===== src/hfdb_defs.svh =====
// shared constants of the firmware download boot block
`ifndef HFDB_DEFS_SVH
`define HFDB_DEFS_SVH
`define HFDB_PKT_CMD 8'h01
`define HFDB_PKT_EVT 8'h04
`define HFDB_EVT_DONE 8'h0e
`define HFDB_EVT_PLEN 8'h04
`define HFDB_NCMD 8'h01
`define HFDB_ST_OK 8'h00
`define HFDB_ST_BAD 8'h12
`define HFDB_WR_LO 8'h4c
`define HFDB_WR_HI 8'hfc
`define HFDB_RST_LO 8'h03
`define HFDB_RST_HI 8'h0c
`define HFDB_ADDR_LEN 8'h04
`define HFDB_ADDR_LAST 2'h3
`define HFDB_RESP_LAST 3'h6
`define HFDB_ACK_MS 200
`define HFDB_CLK_MHZ 250
`define HFDB_KHZ_PER_MHZ 1000
`define HFDB_RST_LINE 40'h80_2188_1a02
`define HFDB_RST_LAST 6'h27
`define HFDB_MIN_BIT 16'h0004
`define HFDB_DEF_DIV 16'h087a
`define HFDB_NSEC 4
`define HFDB_SS_BASE 32'h0050_0000
`define HFDB_SS_LEN 32'h0000_2000
`define HFDB_VOL_BASE 32'h0050_0400
`define HFDB_VOL_LEN 32'h0000_1000
`define HFDB_APP1_BASE 32'h0050_1400
`define HFDB_APP2_BASE 32'h0052_0a00
`define HFDB_APP_LEN 32'h0001_f600
`define HFDB_SECTOR 32'h0000_0200
`endif


===== src/hfdb_pkg.sv =====
// types of the firmware download boot block
`default_nettype none
package hfdb_pkg;
	typedef enum logic [1:0] {M_BOOT, M_RECOV, M_READY, M_AUTO} hfdb_mode_t;
	typedef enum logic [2:0] {
		P_TYPE, P_OPLO, P_OPHI, P_LEN, P_ADDR, P_DATA, P_SKIP, P_RESP
	} hfdb_parse_t;
	typedef enum logic [1:0] {B_IDLE, B_LOW, B_CHK, B_LOCK} hfdb_baud_t;
endpackage : hfdb_pkg
`default_nettype wire


===== src/hfdb_baud_if.sv =====
// carrier between the command parser and the baud detector
`default_nettype none
interface hfdb_baud_if #(
	parameter int W = 16
);
	logic arm;
	logic rx;
	logic locked;
	logic [W-1:0] period;
	modport det (input arm, input rx, output locked, output period);
	modport host (output arm, output rx, input locked, input period);
endinterface : hfdb_baud_if
`default_nettype wire


===== src/hfdb_baud.sv =====
// receive-line baud detector matching the reset command bit pattern
`default_nettype none
`include "hfdb_defs.svh"
module hfdb_baud #(
	parameter int W = 16
) (
	// clock and reset
	input wire logic clock_in,
	input wire logic srst_in,
	// parser side
	hfdb_baud_if.det bif
);
	localparam logic [39:0] PAT = `HFDB_RST_LINE;
	hfdb_pkg::hfdb_baud_t state;
	logic [W-1:0] cnt;
	logic [W-1:0] period;
	logic [5:0] k;

	if (W < 8) begin : g_bad_w
		$error("baud counter too narrow");
	end

	// start bit of the first byte is followed by a one, so its width is one bit time
	always_ff @(posedge clock_in) begin
		if (srst_in || !bif.arm) begin
			state <= hfdb_pkg::B_IDLE;
			cnt <= '0;
			period <= '0;
			k <= '0;
		end else begin
			unique case (state)
			hfdb_pkg::B_IDLE: begin
				if (!bif.rx) begin
					state <= hfdb_pkg::B_LOW;
					cnt <= W'(1);
				end
			end
			hfdb_pkg::B_LOW: begin
				if (bif.rx) begin
					if (cnt < W'(`HFDB_MIN_BIT)) begin
						state <= hfdb_pkg::B_IDLE;
					end else begin
						period <= cnt;
						cnt <= cnt >> 1;
						k <= 6'h01;
						state <= hfdb_pkg::B_CHK;
					end
				end else if (&cnt) begin
					state <= hfdb_pkg::B_IDLE;
				end else begin
					cnt <= cnt + 1'h1;
				end
			end
			hfdb_pkg::B_CHK: begin
				// no gap allowed between the four bytes; a gap just restarts the hunt
				if (cnt != '0) begin
					cnt <= cnt - 1'h1;
				end else if (bif.rx != PAT[k]) begin // RULE_12
					state <= hfdb_pkg::B_IDLE;
				end else if (k == `HFDB_RST_LAST) begin
					state <= hfdb_pkg::B_LOCK;
				end else begin
					k <= k + 6'h01;
					cnt <= period - 1'h1;
				end
			end
			hfdb_pkg::B_LOCK: begin
			end
			endcase
		end
	end

	assign bif.locked = (state == hfdb_pkg::B_LOCK);
	assign bif.period = period;
endmodule : hfdb_baud
`default_nettype wire


===== src/hfdb_boot.sv =====
// command parser, boot mode strap and memory write path of the download block
`default_nettype none
`include "hfdb_defs.svh"
// Contract
// RULE_01: command record is two-byte opcode, length byte, then that many payload bytes
// RULE_02: host prefixes each command with packet type byte 01
// RULE_03: write length is four plus N; four address bytes, then N stored bytes
// RULE_04: each write is answered by the seven-byte completion event within 200 ms
// RULE_05: hex records start with a colon and end in carriage return, line feed
// RULE_06: hex record holds length byte, 16-bit address, type byte, then payload
// RULE_07: hex type 00 is data; address field gives low 16 address bits
// RULE_08: hex type 01 ends the image with empty payload and zero address
// RULE_09: hex type 04 payload gives upper 16 bits for later data records
// RULE_10: hex type 05 carries a four-byte 32-bit launch address
// RULE_11: clear-to-send low at reset selects recovery mode
// RULE_12: recovery finds baud from reset command line pattern and answers at it
// RULE_13: recovery may leave commands unanswered; host carries on regardless
// RULE_14: clear-to-send high: stored configuration gives ready mode, else autobaud
// RULE_15: host repeats any RAM download after every device reset
// RULE_16: flash programming goes through a loader stub started from RAM first
// RULE_17: static section at 0x500000, 0x2000 long; volatile store at 0x500400
// RULE_18: application partitions at 0x501400 and 0x520A00, each 0x1F600 long
// RULE_19: every section starts and ends on an erase sector boundary
// RULE_20: host waits for each acknowledgement or 200 ms timeout, else reports error
module hfdb_boot #(
	parameter int W = 16,
	parameter logic [W-1:0] DEF_DIV = W'(`HFDB_DEF_DIV),
	parameter int unsigned ACK_CYCLES = `HFDB_ACK_MS * `HFDB_CLK_MHZ * `HFDB_KHZ_PER_MHZ,
	parameter logic [31:0] SECTOR = `HFDB_SECTOR,
	parameter logic [31:0] SEC_BASE [`HFDB_NSEC] = '{
		`HFDB_SS_BASE, `HFDB_VOL_BASE, `HFDB_APP1_BASE, `HFDB_APP2_BASE},
	parameter logic [31:0] SEC_LEN [`HFDB_NSEC] = '{
		`HFDB_SS_LEN, `HFDB_VOL_LEN, `HFDB_APP_LEN, `HFDB_APP_LEN}
) (
	// clock and reset
	input wire logic clock_in,
	input wire logic srst_in,
	// pins and boot straps
	input wire logic cts_in,
	input wire logic rxd_in,
	input wire logic cfg_present_in,
	// received command bytes
	input wire logic [7:0] rx_data_in,
	input wire logic rx_valid_in,
	// event bytes back to the host
	output var logic [7:0] tx_data_out,
	output var logic tx_valid_out,
	input wire logic tx_ready_in,
	// RAM write port
	output var logic mem_we_out,
	output var logic [31:0] mem_addr_out,
	output var logic [7:0] mem_data_out,
	output var logic [`HFDB_NSEC-1:0] mem_section_out,
	// boot status
	output var hfdb_pkg::hfdb_mode_t boot_mode_out,
	output var logic [W-1:0] baud_div_out,
	output var logic baud_locked_out
);
	hfdb_pkg::hfdb_parse_t pstate;
	hfdb_pkg::hfdb_parse_t next_pstate;
	hfdb_pkg::hfdb_parse_t fin_state;
	logic cts_s1;
	logic cts_s2;
	logic rx_s1;
	logic rx_s2;
	logic [15:0] opc;
	logic [7:0] rem;
	logic [1:0] aidx;
	logic [31:0] addr;
	logic bad;
	logic [2:0] ri;
	logic lock_pend;
	logic [31:0] ack_wait;
	logic [`HFDB_NSEC-1:0] hit;
	logic link_up;
	logic rx_take;
	logic is_wr;
	logic is_rst;
	logic answer;

	if (SECTOR == '0 || W < 8) begin : g_bad_cfg
		$error("sector size or divisor width unusable");
	end

	for (genvar i = 0; i < `HFDB_NSEC; i++) begin : g_sec
		if (SEC_BASE[i] % SECTOR != 0 || SEC_LEN[i] % SECTOR != 0) begin : g_align
			$error("section not on an erase sector boundary"); // RULE_19
		end
		// placements are parameter defaults only; an instance may override them
		assign hit[i] = addr >= SEC_BASE[i] && (addr - SEC_BASE[i]) < SEC_LEN[i]; // RULE_17 RULE_18
	end

	// pins come from outside the clock domain; no reset so the strap is valid at release
	always_ff @(posedge clock_in) begin
		cts_s1 <= cts_in;
		cts_s2 <= cts_s1;
		rx_s1 <= rxd_in;
		rx_s2 <= rx_s1;
	end

	hfdb_baud_if #(.W(W)) bif ();
	assign bif.arm = boot_mode_out == hfdb_pkg::M_RECOV || boot_mode_out == hfdb_pkg::M_AUTO;
	assign bif.rx = rx_s2;

	hfdb_baud #(.W(W)) u_baud (
		.clock_in(clock_in),
		.srst_in(srst_in),
		.bif(bif.det)
	);

	assign link_up = boot_mode_out == hfdb_pkg::M_READY || baud_locked_out;
	assign rx_take = rx_valid_in && link_up && pstate != hfdb_pkg::P_RESP;
	assign is_wr = opc == {`HFDB_WR_HI, `HFDB_WR_LO};
	assign is_rst = opc == {`HFDB_RST_HI, `HFDB_RST_LO};
	assign answer = boot_mode_out != hfdb_pkg::M_RECOV || is_wr || is_rst; // RULE_13
	assign fin_state = answer ? hfdb_pkg::P_RESP : hfdb_pkg::P_TYPE;

	// strap is read once, in the first cycle after reset release
	always_ff @(posedge clock_in) begin
		if (srst_in) begin
			boot_mode_out <= hfdb_pkg::M_BOOT;
		end else if (boot_mode_out == hfdb_pkg::M_BOOT) begin
			if (!cts_s2) begin
				boot_mode_out <= hfdb_pkg::M_RECOV; // RULE_11
			end else if (cfg_present_in) begin
				boot_mode_out <= hfdb_pkg::M_READY; // RULE_14
			end else begin
				boot_mode_out <= hfdb_pkg::M_AUTO; // RULE_14
			end
		end
	end

	always_ff @(posedge clock_in) begin
		if (srst_in) begin
			baud_locked_out <= 1'h0;
			lock_pend <= 1'h0;
			baud_div_out <= DEF_DIV;
		end else begin
			baud_locked_out <= bif.locked;
			if (bif.locked && !baud_locked_out) begin
				lock_pend <= 1'h1; // RULE_12
			end else if (pstate == hfdb_pkg::P_TYPE) begin
				lock_pend <= 1'h0;
			end
			baud_div_out <= bif.locked ? bif.period : DEF_DIV;
		end
	end

	always_comb begin
		next_pstate = pstate;
		unique case (pstate)
		hfdb_pkg::P_TYPE: begin
			if (lock_pend) begin
				next_pstate = hfdb_pkg::P_RESP;
			end else if (rx_take && rx_data_in == `HFDB_PKT_CMD) begin // RULE_02
				next_pstate = hfdb_pkg::P_OPLO;
			end
		end
		hfdb_pkg::P_OPLO: begin
			if (rx_take) begin
				next_pstate = hfdb_pkg::P_OPHI;
			end
		end
		hfdb_pkg::P_OPHI: begin
			if (rx_take) begin
				next_pstate = hfdb_pkg::P_LEN;
			end
		end
		hfdb_pkg::P_LEN: begin
			if (rx_take) begin
				if (is_wr && rx_data_in >= `HFDB_ADDR_LEN) begin // RULE_03
					next_pstate = hfdb_pkg::P_ADDR;
				end else if (rx_data_in == '0) begin
					next_pstate = fin_state;
				end else begin
					next_pstate = hfdb_pkg::P_SKIP; // RULE_01
				end
			end
		end
		hfdb_pkg::P_ADDR: begin
			if (rx_take && aidx == `HFDB_ADDR_LAST) begin
				next_pstate = rem == '0 ? fin_state : hfdb_pkg::P_DATA;
			end
		end
		hfdb_pkg::P_DATA, hfdb_pkg::P_SKIP: begin
			if (rx_take && rem == 8'h01) begin
				next_pstate = fin_state;
			end
		end
		hfdb_pkg::P_RESP: begin
			if (tx_valid_out && tx_ready_in && ri == `HFDB_RESP_LAST) begin
				next_pstate = hfdb_pkg::P_TYPE;
			end
		end
		endcase
	end

	always_ff @(posedge clock_in) begin
		if (srst_in) begin
			pstate <= hfdb_pkg::P_TYPE;
		end else begin
			pstate <= next_pstate;
		end
	end

	// command fields; address bytes arrive least significant first
	always_ff @(posedge clock_in) begin
		if (srst_in) begin
			opc <= '0;
			rem <= '0;
			aidx <= '0;
			addr <= '0;
			bad <= 1'h0;
		end else if (pstate == hfdb_pkg::P_TYPE && lock_pend) begin
			opc <= {`HFDB_RST_HI, `HFDB_RST_LO}; // RULE_12
			bad <= 1'h0;
		end else if (rx_take) begin
			unique case (pstate)
			hfdb_pkg::P_OPLO: opc[7:0] <= rx_data_in; // RULE_01
			hfdb_pkg::P_OPHI: opc[15:8] <= rx_data_in;
			hfdb_pkg::P_LEN: begin
				aidx <= '0;
				if (is_wr && rx_data_in >= `HFDB_ADDR_LEN) begin
					rem <= rx_data_in - `HFDB_ADDR_LEN; // RULE_03
					bad <= 1'h0;
				end else begin
					rem <= rx_data_in;
					bad <= is_wr;
				end
			end
			hfdb_pkg::P_ADDR: begin
				addr <= {rx_data_in, addr[31:8]}; // RULE_03
				aidx <= aidx + 2'h1;
			end
			hfdb_pkg::P_DATA: begin
				addr <= addr + 32'h1;
				rem <= rem - 8'h01;
			end
			hfdb_pkg::P_SKIP: rem <= rem - 8'h01;
			hfdb_pkg::P_TYPE, hfdb_pkg::P_RESP: begin
			end
			endcase
		end
	end

	always_ff @(posedge clock_in) begin
		if (srst_in) begin
			mem_we_out <= 1'h0;
			mem_addr_out <= '0;
			mem_data_out <= '0;
			mem_section_out <= '0;
		end else begin
			mem_we_out <= pstate == hfdb_pkg::P_DATA && rx_take;
			if (pstate == hfdb_pkg::P_DATA && rx_take) begin
				mem_addr_out <= addr; // RULE_03
				mem_data_out <= rx_data_in;
				mem_section_out <= hit;
			end
		end
	end

	function automatic logic [7:0] resp_byte(input logic [2:0] i, input logic [15:0] op,
		input logic err);
		unique case (i)
		3'h0: resp_byte = `HFDB_PKT_EVT;
		3'h1: resp_byte = `HFDB_EVT_DONE;
		3'h2: resp_byte = `HFDB_EVT_PLEN;
		3'h3: resp_byte = `HFDB_NCMD;
		3'h4: resp_byte = op[7:0];
		3'h5: resp_byte = op[15:8];
		default: resp_byte = err ? `HFDB_ST_BAD : `HFDB_ST_OK;
		endcase
	endfunction : resp_byte

	// response goes out as soon as the command ends; only the host's ready can delay it
	always_ff @(posedge clock_in) begin
		if (srst_in) begin
			tx_valid_out <= 1'h0;
			tx_data_out <= '0;
			ri <= '0;
		end else if (pstate != hfdb_pkg::P_RESP && next_pstate == hfdb_pkg::P_RESP) begin
			tx_valid_out <= 1'h1; // RULE_04
			tx_data_out <= `HFDB_PKT_EVT;
			ri <= '0;
		end else if (tx_valid_out && tx_ready_in) begin
			if (ri == `HFDB_RESP_LAST) begin
				tx_valid_out <= 1'h0;
			end else begin
				ri <= ri + 3'h1;
				tx_data_out <= resp_byte(ri + 3'h1, opc, bad); // RULE_04
			end
		end
	end

	always_ff @(posedge clock_in) begin
		if (srst_in || pstate != hfdb_pkg::P_RESP) begin
			ack_wait <= '0;
		end else begin
			ack_wait <= ack_wait + 32'h1;
		end
	end
endmodule : hfdb_boot
`default_nettype wire


===== config.mk =====
export PLATFORM = sky130hd
export DESIGN_NAME = hfdb_boot
export DESIGN_NICKNAME = d
export VERILOG_FILES = /design/src/hfdb_pkg.sv /design/src/hfdb_baud_if.sv /design/src/hfdb_baud.sv /design/src/hfdb_boot.sv
export VERILOG_INCLUDE_DIRS = /design/src /design/src/src
export SDC_FILE = /design/constraint.sdc
export NUM_CORES = 1
export LEC_CHECK = 0
export ABC_CLOCK_PERIOD_IN_PS = 5320
export BUFFER_PORTS_ARGS = -buffer_cell sky130_fd_sc_hd__buf_2
export CORE_UTILIZATION = 41
export DETAILED_ROUTE_END_ITERATION = 8
export PLACE_DENSITY_LB_ADDON = 0.2
export REMOVE_ABC_BUFFERS = 1
export SYNTH_ARGS = -nofsm -noshare
export SYNTH_HDL_FRONTEND = slang
export SYNTH_SLANG_ARGS = --single-unit

===== constraint.sdc =====
create_clock -name clock_in -period 5.32 [get_ports clock_in]
set_clock_uncertainty 0.05 [all_clocks]
set_input_delay 1.596 -clock clock_in [delete_from_list [all_inputs] [get_ports clock_in]]
set_output_delay 1.596 -clock clock_in [all_outputs]
set_load 0.03 [all_outputs]

# ---- Yosys cells after proc, flatten, opt, wreduce, memory -nomap -nowiden
# Memories as Yosys holds them, arrays and structs flattened. A register that Yosys moved wholly into a read port is not among the register bits.
# Cells that the tools add are included.
dict set report word_totals {
  output_inout_bits 73
  register_bits 183
  mem_count 1
  input_bits 15
  romBits 64
  word_cells 221
}
# name depth width rd rd_ports_with_merged_regs write_ports line_no
set memory_table {}
lappend memory_table {{(no name shown)} 64 1 1 1 0 hfdb_baud.sv:58} ;# end else if (bif.rx != PAT[k]) begin
dict set report classes {
  bitwise_logic 4
  order_cmp 11
  muxes 59
  add_sub_neg 13
  reduce_logical 62
  n_eq_ne 42
}
# operator count
set ops {}
lappend ops {{32-bit by 23-bit >= comparator with 1-bit output (second input constant)} 4}
lappend ops {{32-bit by 23-bit subtractor with 32-bit output (second input constant)} 4}
lappend ops {{16-bit 2-to-1 mux} 7}
lappend ops {{32-bit by 17-bit < comparator with 1-bit output (second input constant)} 2}
lappend ops {{32-bit one-hot mux with 2 select lines} 1}
lappend ops {{16-bit one-hot mux with 3 select lines} 1}
lappend ops {{3-bit 2-to-1 mux} 15}
lappend ops {{6-bit 2-to-1 mux} 7}
lappend ops {{8-bit one-hot mux with 5 select lines} 1}
lappend ops {{32-bit by 1-bit adder with 32-bit output (second input constant)} 1}
lappend ops {{32-bit by 13-bit < comparator with 1-bit output (second input constant)} 1}
lappend ops {{32-bit by 14-bit < comparator with 1-bit output (second input constant)} 1}
lappend ops {{16-bit by 1-bit subtractor with 16-bit output (second input constant)} 2}
lappend ops {{3-bit == test (second input constant)} 8}
lappend ops {{12-bit 2-to-1 mux} 2}
lappend ops {{3-bit one-hot mux with 7 select lines} 1}
lappend ops {{2-bit nonzero test} 10}
lappend ops {{16-bit by 1-bit adder with 16-bit output (second input constant)} 1}
lappend ops {{16-bit by 12-bit == test with 1-bit output (second input constant)} 1}
lappend ops {{16-bit == test (second input constant)} 1}
lappend ops {{8-bit by 1-bit == test with 1-bit output (second input constant)} 2}
lappend ops {{1-bit logical AND} 16}
lappend ops {{8-bit logical NOT} 2}
lappend ops {{16-bit by 3-bit < comparator with 1-bit output (second input constant)} 1}
lappend ops {{other kinds (40)} 99}

# ---- Longest topological paths before layout
# Gate-level depths: netlist of the first run.
dict set report logic_depth {
  word_depth 12
  mapped_depth 17
}

# ---- Modules after synthesis
# Synthesis of the first run repeated with hierarchy kept, for this count alone.
dict set report hier_totals {
  hier_cells 1419
  hier_area_um2 10949.3
}
# module area_each_um2 seq_area_each_um2 cells_each n_inst
set modules_own_cells {}
lappend modules_own_cells {hfdb_boot 7961.4 2862.7 1038 1}
lappend modules_own_cells {hfdb_baud 2987.9 820.8 381 1}

# ---- Worst setup path before layout of the first run
# OpenSTA, ideal clock, no wires.
dict set report synth_timing {
  path_kind {input-to-reg}
  startpoint {input rx_data_in[3]}
  endpoint {register tx_valid_out}
  arrival_ns 3.710
  path_slack_ns 1.446
  setup_ns 0.114
  cell_stages 12
  path_cell_list {inv_1 ha_1 or3b_2 nand4_1 and4b_1 buf_2 o221ai_1 a221oi_2 a21oi_1 and3_4 buf_6 a21o_1}
}
dict set report synth_via {
  elab_chain_len 9
}
# element line_no
set synth_rtl {}
lappend synth_rtl {{from (decl)} hfdb_boot.sv:43} ;# input wire logic [7:0] rx_data_in,
lappend synth_rtl {{8-bit by 3-bit >= comparator with 1-bit output (no source line) (tied with other cells)} -}
lappend synth_rtl {{1-bit logical AND (no source line) or 3-bit 2-to-1 mux (tied branches)} -}
lappend synth_rtl {{3-bit 2-to-1 mux (on tied branches)} {hfdb_boot.sv:171, hfdb_boot.sv:155}}
lappend synth_rtl {{3-bit 2-to-1 mux (on tied branches)} {hfdb_boot.sv:170, hfdb_boot.sv:153}}
lappend synth_rtl {{3-bit one-hot mux with 7 select lines *} hfdb_boot.sv:151} ;# unique case (pstate)
lappend synth_rtl {{3-bit == test *} hfdb_boot.sv:281} ;# end else if (pstate != hfdb_pkg::P_RESP && next_pstate == hfdb_pkg::P_RESP) begin
lappend synth_rtl {{1-bit logical AND *} hfdb_boot.sv:281}
lappend synth_rtl {{2-bit nonzero test (no source line)} -}
lappend synth_rtl {{2-bit AND reduction (no source line)} -}
lappend synth_rtl {{to (signal assigned)} hfdb_boot.sv:278} ;# tx_valid_out <= 1'h0;
lappend synth_rtl {{to (signal assigned)} hfdb_boot.sv:282} ;# tx_valid_out <= 1'h1;
lappend synth_rtl {{to (signal assigned)} hfdb_boot.sv:287} ;# tx_valid_out <= 1'h0;
lappend synth_rtl {{to (decl)} hfdb_boot.sv:47} ;# output var logic tx_valid_out,
# Every way passes the cells marked *; elsewhere a longest branch is shown, timed or not.
# A chain may end at the register's enable or synchronous reset.

# ---- Worst setup path after layout of the first run
dict set report layout_timing {
  startpoint {input rx_data_in[3]}
  endpoint {register tx_data_out[2]}
}
dict set report layout_via {
  elab_chain_len 9
}
# element line_no
set layout_rtl {}
lappend layout_rtl {{8-bit by 3-bit >= comparator with 1-bit output (no source line) (tied with other cells)} -}
lappend layout_rtl {{1-bit logical AND (no source line) or 3-bit 2-to-1 mux (tied branches)} -}
lappend layout_rtl {{3-bit 2-to-1 mux (on tied branches)} {hfdb_boot.sv:171, hfdb_boot.sv:155}}
lappend layout_rtl {{3-bit 2-to-1 mux (on tied branches)} {hfdb_boot.sv:170, hfdb_boot.sv:153}}
lappend layout_rtl {{3-bit one-hot mux with 7 select lines *} hfdb_boot.sv:151}
lappend layout_rtl {{3-bit == test *} hfdb_boot.sv:281}
lappend layout_rtl {{1-bit logical AND *} hfdb_boot.sv:281}
lappend layout_rtl {{2-bit inequality test (no source line) or 2-bit nonzero test (tied branches)} -}
lappend layout_rtl {{2-bit AND reduction (no source line)} -}
lappend layout_rtl {{to (signal assigned)} hfdb_boot.sv:283} ;# tx_data_out <= `HFDB_PKT_EVT;
lappend layout_rtl {{to (signal assigned)} hfdb_boot.sv:290} ;# tx_data_out <= resp_byte(ri + 3'h1, opc, bad);
lappend layout_rtl {{to (decl)} hfdb_boot.sv:46} ;# output var logic [7:0] tx_data_out,
# Marked as above.

==> run_results.csv, run 1 <==
group,metric,value,unit
outcome,status,"complete, no violations",
floorplanning,rows,58,
clocking,worstSkewPairLatency,440,ps
clocking,cts_sinks,184,
routing,dr.pass1.iters,7,
timing,maxSlewHeadroom,0.2955,
finish,syn_to_final_growth,10.14,%
global_routing,grt_pass1_vias,9716,
global_routing,antenna_found_initial,0,
power_and_ir_drop,p_leak,4.245,nW
routing,drc,0,
setup_path,cp-start-kind,"input pin",
synthesis,async_flop_share,0,
routing,drt-initial-drc-count,923,
clocking,htree_levels,4,
routing,ant_nets,0,
timing,slew_viol_final,0,
min_path,hold_start,"rx_s1$_DFF_P_",
setup_path,cp.required,5600,ps
timing,setup_violations,0,
clocking,clkTransAtPathRegs,80,ps
placed_design,place_ws,988.6,ps
min_path,hold_end,"bif.rx$_DFF_P_",
timing,finalCritPeriodShare,0.7357,
timing,fmax,255.5,MHz
timing,worst_pin_slew,1054,ps
setup_path,r2r_start,"u_baud.cnt[1]$_SDFFE_PP0P_",
synthesis,ys.warnings.count,0,
setup_path,critPathBufInv,2,
flow_run,drv_cap,0,
placed_design,portBuffers,87,
placed_design,hpwl,21.13,mm
power_and_ir_drop,peakVddDrop,0.1495,mV
synthesis,synthDistinctLibCells,75,
floorplanning,die_w,164,µm
clocking,cts_buffers,17,
synthesis,syn_area,10760,µm²
min_path,min_path_cells,0,
clocking,ctsHoldBuffers,0,
synthesis,seq_area_frac_synth,0.3423,
global_routing,grt_max_degree,81,
placed_design,gp_congestion,0.9104,
timing,fin_tns_setup,0,ps
setup_path,critical_path.max_fanout,12,
clocking,clock_path_buffers,2,
power_and_ir_drop,powerDensity,281.0,nW/µm²
routing,wire_per_inst,17.38,µm
floorplanning,start_util,0.4224,
timing,hold_viol_final,0,
synthesis,synth_edf_count,0,
synthesis,netlist_instances,1446,
routing,routed_wl,31.12,mm
finish,layout-drive-gt1-share,0.1110,
setup_path,path_class,"in -> reg",
setup_path,worst-r2r-cell-count,15,
synthesis,synth-main-ff-cell,"dfxtp_1",
synthesis,synth.avg_cell_area,7.441,µm²
global_routing,grt_usage,0.2320,
setup_path,reg2reg_slack,1520,ps
timing,rsz0062_at_grt,"false",
setup_path,endpoint_kind,"flop",
clocking,cts_root_buf,"clkbuf_16",
floorplanning,die_area,26900,µm²
timing,layout_setup_ws,1406,ps
floorplanning,coreArea,25470,µm²
setup_path,cpLargestDelayFamily,"simple AND/OR/NAND/NOR gates",
clocking,cts-resized-gates,0,
timing,holdWs,281.2,ps
timing,fin_crit,3914,ps
power_and_ir_drop,power.total,3.331,mW
global_routing,grt_overflow,0,
floorplanning,chipHeight,164,µm
global_routing,grt_pass1_wl,50.34,mm
setup_path,r2r_end,"u_baud.cnt[6]$_SDFFE_PP0P_",
min_path,hp-class,"reg -> reg",
setup_path,crit_path_max_incr_delay,440,ps
finish,nets,1490,
synthesis,ys_seq_elements,184,
finish,utilization,0.4653,
synthesis,synth.area.top_cells,"dfxtp_1, a21oi_1, nand2_1, nor2_1, o21ai_0",
clocking,cts_tree,"built",
synthesis,synth.top_cell.area_share,0.3423,
setup_path,critPathArrivalTime,4200,ps
setup_path,critPathSlowestCell,"or3b_2",
routing,vias,10540,
floorplanning,num_io_pins,88,
setup_path,cp-startpoint,"rx_data_in[3]",
clocking,post-cts-setup-buffer-count,0,
finish,num_antenna_cells,0,
setup_path,crit_chain,"buf_2 > inv_1 > ha_1 > or3b_2 > nand4_1 > and4b_1 > o221ai_1 > a221oi_2 > a21oi_1 > and3_4 > a22o_1",
synthesis,synth.largest_area_cell,"dfxtp_1",
routing,vias_per_cell,5.890,
-- stage by stage --
step	std cells	area, µm²
detailed placement	1758	11240
global route	1790	11850
CTS	1790	11850
global placement	1758	11240
finish	1790	11850
floorplan	1330	10300
-- cells in the mapped netlist (14+ instances only) --
| library cell | instances |
|---|---|
| nor4_1 | 16 |
| mux2i_1 | 15 |
| nand4_1 | 23 |
| nor3_1 | 46 |
| nand3_1 | 53 |
| and3_1 | 14 |
| and2_1 | 24 |
| xor2_1 | 20 |
| nand2_1 | 211 |
| inv_1 | 32 |
| o21ai_0 | 80 |
| ha_1 | 28 |
| o22ai_1 | 20 |
| clkbuf_1 | 89 |
| dfxtp_1 | 184 |
| nand2b_1 | 15 |
| a211oi_1 | 26 |
| a21oi_1 | 163 |
| xnor2_1 | 27 |
| nor2_1 | 133 |
-- worst max-delay path by stage --
stage	to	cells past startpoint
2_1_floorplan	addr[18]$_SDFFE_PP0P_	5
4_1_cts	tx_data_out[2]$_SDFFE_PP0P_	11
5_1_grt	u_baud.cnt[6]$_SDFFE_PP0P_	15
6_report	tx_data_out[2]$_SDFFE_PP0P_	11
3_5_place_dp	tx_data_out[2]$_SDFFE_PP0P_	11
3_3_place_gp	tx_data_out[2]$_SDFFE_PP0P_	11
-- registers in the layout, indices dropped and copies added (netlist names), 2 cells and up, named ones only --
register,count
u_baud.state,2
ri,3
opc,16
mem_addr_out,32
pstate,3
tx_data_out,8
rem,8
baud_div_out,16
mem_section_out,4
u_baud.cnt,16
boot_mode_out,2
aidx,2
u_baud.k,6
mem_data_out,8
addr,32
u_baud.bif.period,16
-- report_power, final --
group	switching, mW	internal (mW)
sequential	0.0693	1.41
clock	0.604	0.732
combinational	0.340	0.174
-- layout make-up --
cell class / instances / area, µm²
well taps: 330 / 412.9
repair buffers: 98 / 520.5
inverters: 32 / 120.1
clock inverters: 13 / 156.4
flip-flops and latches: 184 / 3684
clock buffers: 19 / 452.9
fillers: 2593 / 13620
multi-input cells: 1114 / 6505
-- cell usage in the layout, fill, tap and decap left out, drive strengths merged, types with 27 or more instances in the layout --
master,n
dfxtp,184
ha,28
inv,38
buf,98
a21oi,165
xnor2,27
nand3,53
nand2,211
a211oi,34
nor3,48
o21ai,82
nor2,133
-- worst register-to-register path: stages (launching register included) --
cell and delay, ps:
dfxtp_1 380, inv_1 120, ha_1 270, nor4b_1 330, and4_1 240, buf_4 270, nor2_1 70, a21oi_1 200
ha_1 280, and3_1 190, a21boi_1 430, nand2_1 120, xor2_1 180, a221o_1 340, a22oi_1 170, nor2_1 50
-- routing by layer --
metal  share of wire  vias up  global-route usage
met5               0        -                   0
met4           0.015        0             0.06734
met3           0.051       40             0.03611
met2            0.46      336              0.3815
met1            0.47     4963              0.3119
li1                -     5204                   -
-- cells by family (layout without fill, tap and decap cells) --
kind of cell | Yosys count | in the layout | synth area share
adders and majority gates | 28 | 28 | 0.03256
xor gates and xnor gates | 47 | 47 | 0.03826
AOI/OAI and AO/OA | 415 | 415 | 0.2433
DFF | 184 | 184 | 0.3423
muxes | 17 | 17 | 0.01605
buffers and inverters | 148 | 162 | 0.05384
and+or+nand+nor | 607 | 607 | 0.2737
Note: power is estimated with default switching activity, not from simulation.
==> run 2: changes to the inputs <==
Settings changed: ABC_AREA set to 1, ABC_CLOCK_PERIOD_IN_PS 5320 to 3500.
Clock period 5.32 ns to 3.5 ns, I/O delays scaled along.
==> run_results.csv, run 2 <==
group,metric,value,unit
flow_run,drv_cap,0,
placed_design,hpwl,27.08,mm
synthesis,netlist_top_cells_count,"nand2_1, nor2_1, inv_1",
timing,holdWs,287.7,ps
finish,final_common_cell,"nand2_1",
synthesis,synth_edf_count,0,
placed_design,placed_area,12560,µm²
clocking,clkTransAtPathRegs,70,ps
finish,fillers,2962,
finish,seq_area,3684,µm²
timing,fin_tns_setup,0,ps
finish,layout-drive-gt1-share,0.1231,
floorplanning,chipHeight,172.2,µm
setup_path,cp.required,3830,ps
min_path,hold_start,"cts_s1$_DFF_P_",
clocking,cts_sinks,184,
routing,dr.pass1.iters,5,
setup_path,crit_path_max_incr_delay,360,ps
power_and_ir_drop,p_sw,1.627,mW
clocking,htree_levels,4,
global_routing,grt_usage,0.2545,
placed_design,dp.cells,2247,
clocking,cts_root_buf,"clkbuf_16",
power_and_ir_drop,power.total,4.981,mW
clocking,clock_path_buffers,2,
power_and_ir_drop,p_clk_frac,0.383,
finish,nets,1933,
setup_path,r2r_start,"u_baud.cnt[1]$_SDFFE_PP0P_",
clocking,cts_buffers,17,
timing,slew_viol_final,0,
placed_design,portBuffers,87,
timing,hold_viol_final,0,
finish,largestRegisters,"addr: 32 flops, mem_addr_out: 32 flops",
floorplanning,coreArea,28160,µm²
min_path,hp-class,"reg -> reg",
routing,vias_per_cell,5.318,
min_path,hold_end,"cts_s2$_DFF_P_",
setup_path,critPathSlowestCell,"dfxtp_1",
clocking,ctsHoldBuffers,0,
global_routing,grt_pass1_wl,58.90,mm
placed_design,gp_congestion,0.9507,
finish,syn_to_final_growth,10.51,%
setup_path,cp_common_cell,"nand2_1",
synthesis,synth.area.top_cells,"dfxtp_1, nand2_1, a21oi_1, nor2_1, inv_1",
timing,layout_setup_ws,791.5,ps
global_routing,grt_max_degree,76,
finish,multi_input_area,6963,µm²
finish,num_antenna_cells,0,
synthesis,synth.largest_area_cell,"dfxtp_1",
setup_path,cp-start-kind,"flop",
setup_path,reg2reg_slack,790,ps
global_routing,grt_overflow,0,
clocking,cts_tree,"built",
timing,fmax,369.2,MHz
synthesis,synth.top_cell.area_share,0.3103,
power_and_ir_drop,p_seq_frac,0.442,
synthesis,synth.avg_cell_area,6.473,µm²
finish,utilization,0.4658,
power_and_ir_drop,p_int,3.354,mW
floorplanning,die_area,29640,µm²
power_and_ir_drop,p_leak,5.934,nW
timing,setup_violations,0,
power_and_ir_drop,peakVddDrop,0.3485,mV
global_routing,grt_pass1_vias,11230,
timing,rsz0062_at_grt,"false",
global_routing,antenna_found_initial,1,
setup_path,endpoint_kind,"flop",
setup_path,critPathArrivalTime,3040,ps
routing,vias,12120,
routing,drc,0,
synthesis,syn_area,11870,µm²
clocking,cts-resized-gates,0,
synthesis,ys.warnings.count,0,
routing,drt-initial-drc-count,799,
finish,final_cells,2279,
setup_path,r2r_end,"u_baud.cnt[10]$_SDFFE_PP0P_",
outcome,status,"complete, no violations",
clocking,post-cts-setup-buffer-count,0,
finish,layout_common_cells,"nand2_1, nor2_1, inv_1, dfxtp_1, a21oi_1",
clocking,worstSkewPairLatency,450,ps
setup_path,crit_chain,"inv_1 > ha_1 > nand2_2 > nor2_8 > nand2_4 > o21ai_4 > ha_1 > nand3_4 > nor2_2 > nand2_1 > nand2_1 > nand3_1 > nand2_1 > nand2_1 > a21oi_2",
timing,maxSlewHeadroom,0.5700,
power_and_ir_drop,powerDensity,379.7,nW/µm²
min_path,min_path_cells,0,
synthesis,yosysMostFrequentCell,"nand2_1",
routing,wire_per_inst,16.14,µm
power_and_ir_drop,switching_share,0.3267,
timing,finalCritPeriodShare,0.7739,
synthesis,synthDistinctLibCells,60,
finish,finalInstanceArea,13120,µm²
synthesis,synth-main-ff-cell,"dfxtp_1",
setup_path,critical_path.max_fanout,17,
routing,ant_nets,0,
timing,worst_pin_slew,645.0,ps
floorplanning,num_io_pins,88,
floorplanning,start_util,0.4215,
synthesis,async_flop_share,0,
setup_path,worst-r2r-cell-count,15,
synthesis,netlist_instances,1834,
synthesis,ys_seq_elements,184,
placed_design,place_ws,561.3,ps
floorplanning,rows,61,
timing,fin_crit,2709,ps
synthesis,seq_area_frac_synth,0.3103,
floorplanning,die_w,172.2,µm
power_and_ir_drop,power_frac_comb,0.175,
setup_path,path_class,"reg -> reg",
routing,routed_wl,36.77,mm
-- run 2: cell types whose count changed after synthesis, moves of 20 or more --
| cell | previous run | this run |
|---|---|---|
| o21ai_0 | 80 | 146 |
| nor3_1 | 46 | 26 |
| nand3_1 | 53 | 105 |
| inv_1 | 32 | 204 |
| xor2_1 | 20 | 48 |
| nand2_1 | 211 | 420 |
| and2_1 | 24 | 1 |
| clkbuf_1 | 89 | 35 |
| xnor2_1 | 27 | 2 |
| nor2_1 | 133 | 208 |
-- run 2: cells by family (layout without fill, tap and decap cells) --
kind of cell               Yosys count  after routing  synth area share
buffers and inverters              301            368            0.1036
AOI/OAI and AO/OA                  396            396            0.1869
DFF                                184            184            0.3103
muxes                                5              5          0.004216
adders and majority gates           30             30           0.03162
xor gates and xnor gates            50             50           0.03689
and+or+nand+nor                    868            868            0.3265
-- run 2: area by class of cell --
class                   instances  area share
multi-input cells            1349      0.5308
repair buffers                105     0.04349
inverters                     231     0.06619
flip-flops and latches        184      0.2808
well taps                     378     0.03605
clock inverters                14     0.01001
clock buffers                  18     0.03271
-- run 2: critical path: cells and delay by family (launching register included) --
kind,cells,cell delay [ps]
buf+inv,1,130
flops,1,360
compound gates,2,370
fa+ha+maj,2,450
simple gates,10,1300
-- run 2: worst max-delay path by stage --
stage                          startpoint                              end  slack (ps)
5_1_grt        u_baud.cnt[1]$_SDFFE_PP0P_      u_baud.cnt[10]$_SDFFE_PP0P_         550
3_5_place_dp                rx_data_in[2]      tx_data_out[4]$_SDFFE_PP0P_         560
3_3_place_gp                rx_data_in[2]      tx_data_out[1]$_SDFFE_PP0P_         630
4_1_cts        u_baud.cnt[1]$_SDFFE_PP0P_      u_baud.cnt[10]$_SDFFE_PP0P_         810
6_report       u_baud.cnt[1]$_SDFFE_PP0P_      u_baud.cnt[10]$_SDFFE_PP0P_         790
2_1_floorplan                 rx_valid_in  mem_section_out[2]$_SDFFE_PP0P_         -40
-- run 2: metal layers --
| metal | GRT usage | up-vias | part of all wire |
|---|---|---|---|
| met5 | 0 | - | 0 |
| met4 | 0.08465 | 0 | 0.020 |
| li1 | - | 6082 | - |
| met1 | 0.3418 | 5576 | 0.46 |
| met3 | 0.03433 | 60 | 0.057 |
| met2 | 0.4178 | 402 | 0.46 |
-- run 2: power by group through the flow --
stage | combinational, mW | clock (mW) | sequential (mW)
floorplan | 0.584 | 0 | 2.27
global placement | 0.861 | 0 | 2.25
detailed placement | 0.862 | 0 | 2.25
CTS | 0.868 | 1.95 | 2.20
global route | 0.970 | 2.02 | 2.21
finish | 0.871 | 1.91 | 2.20
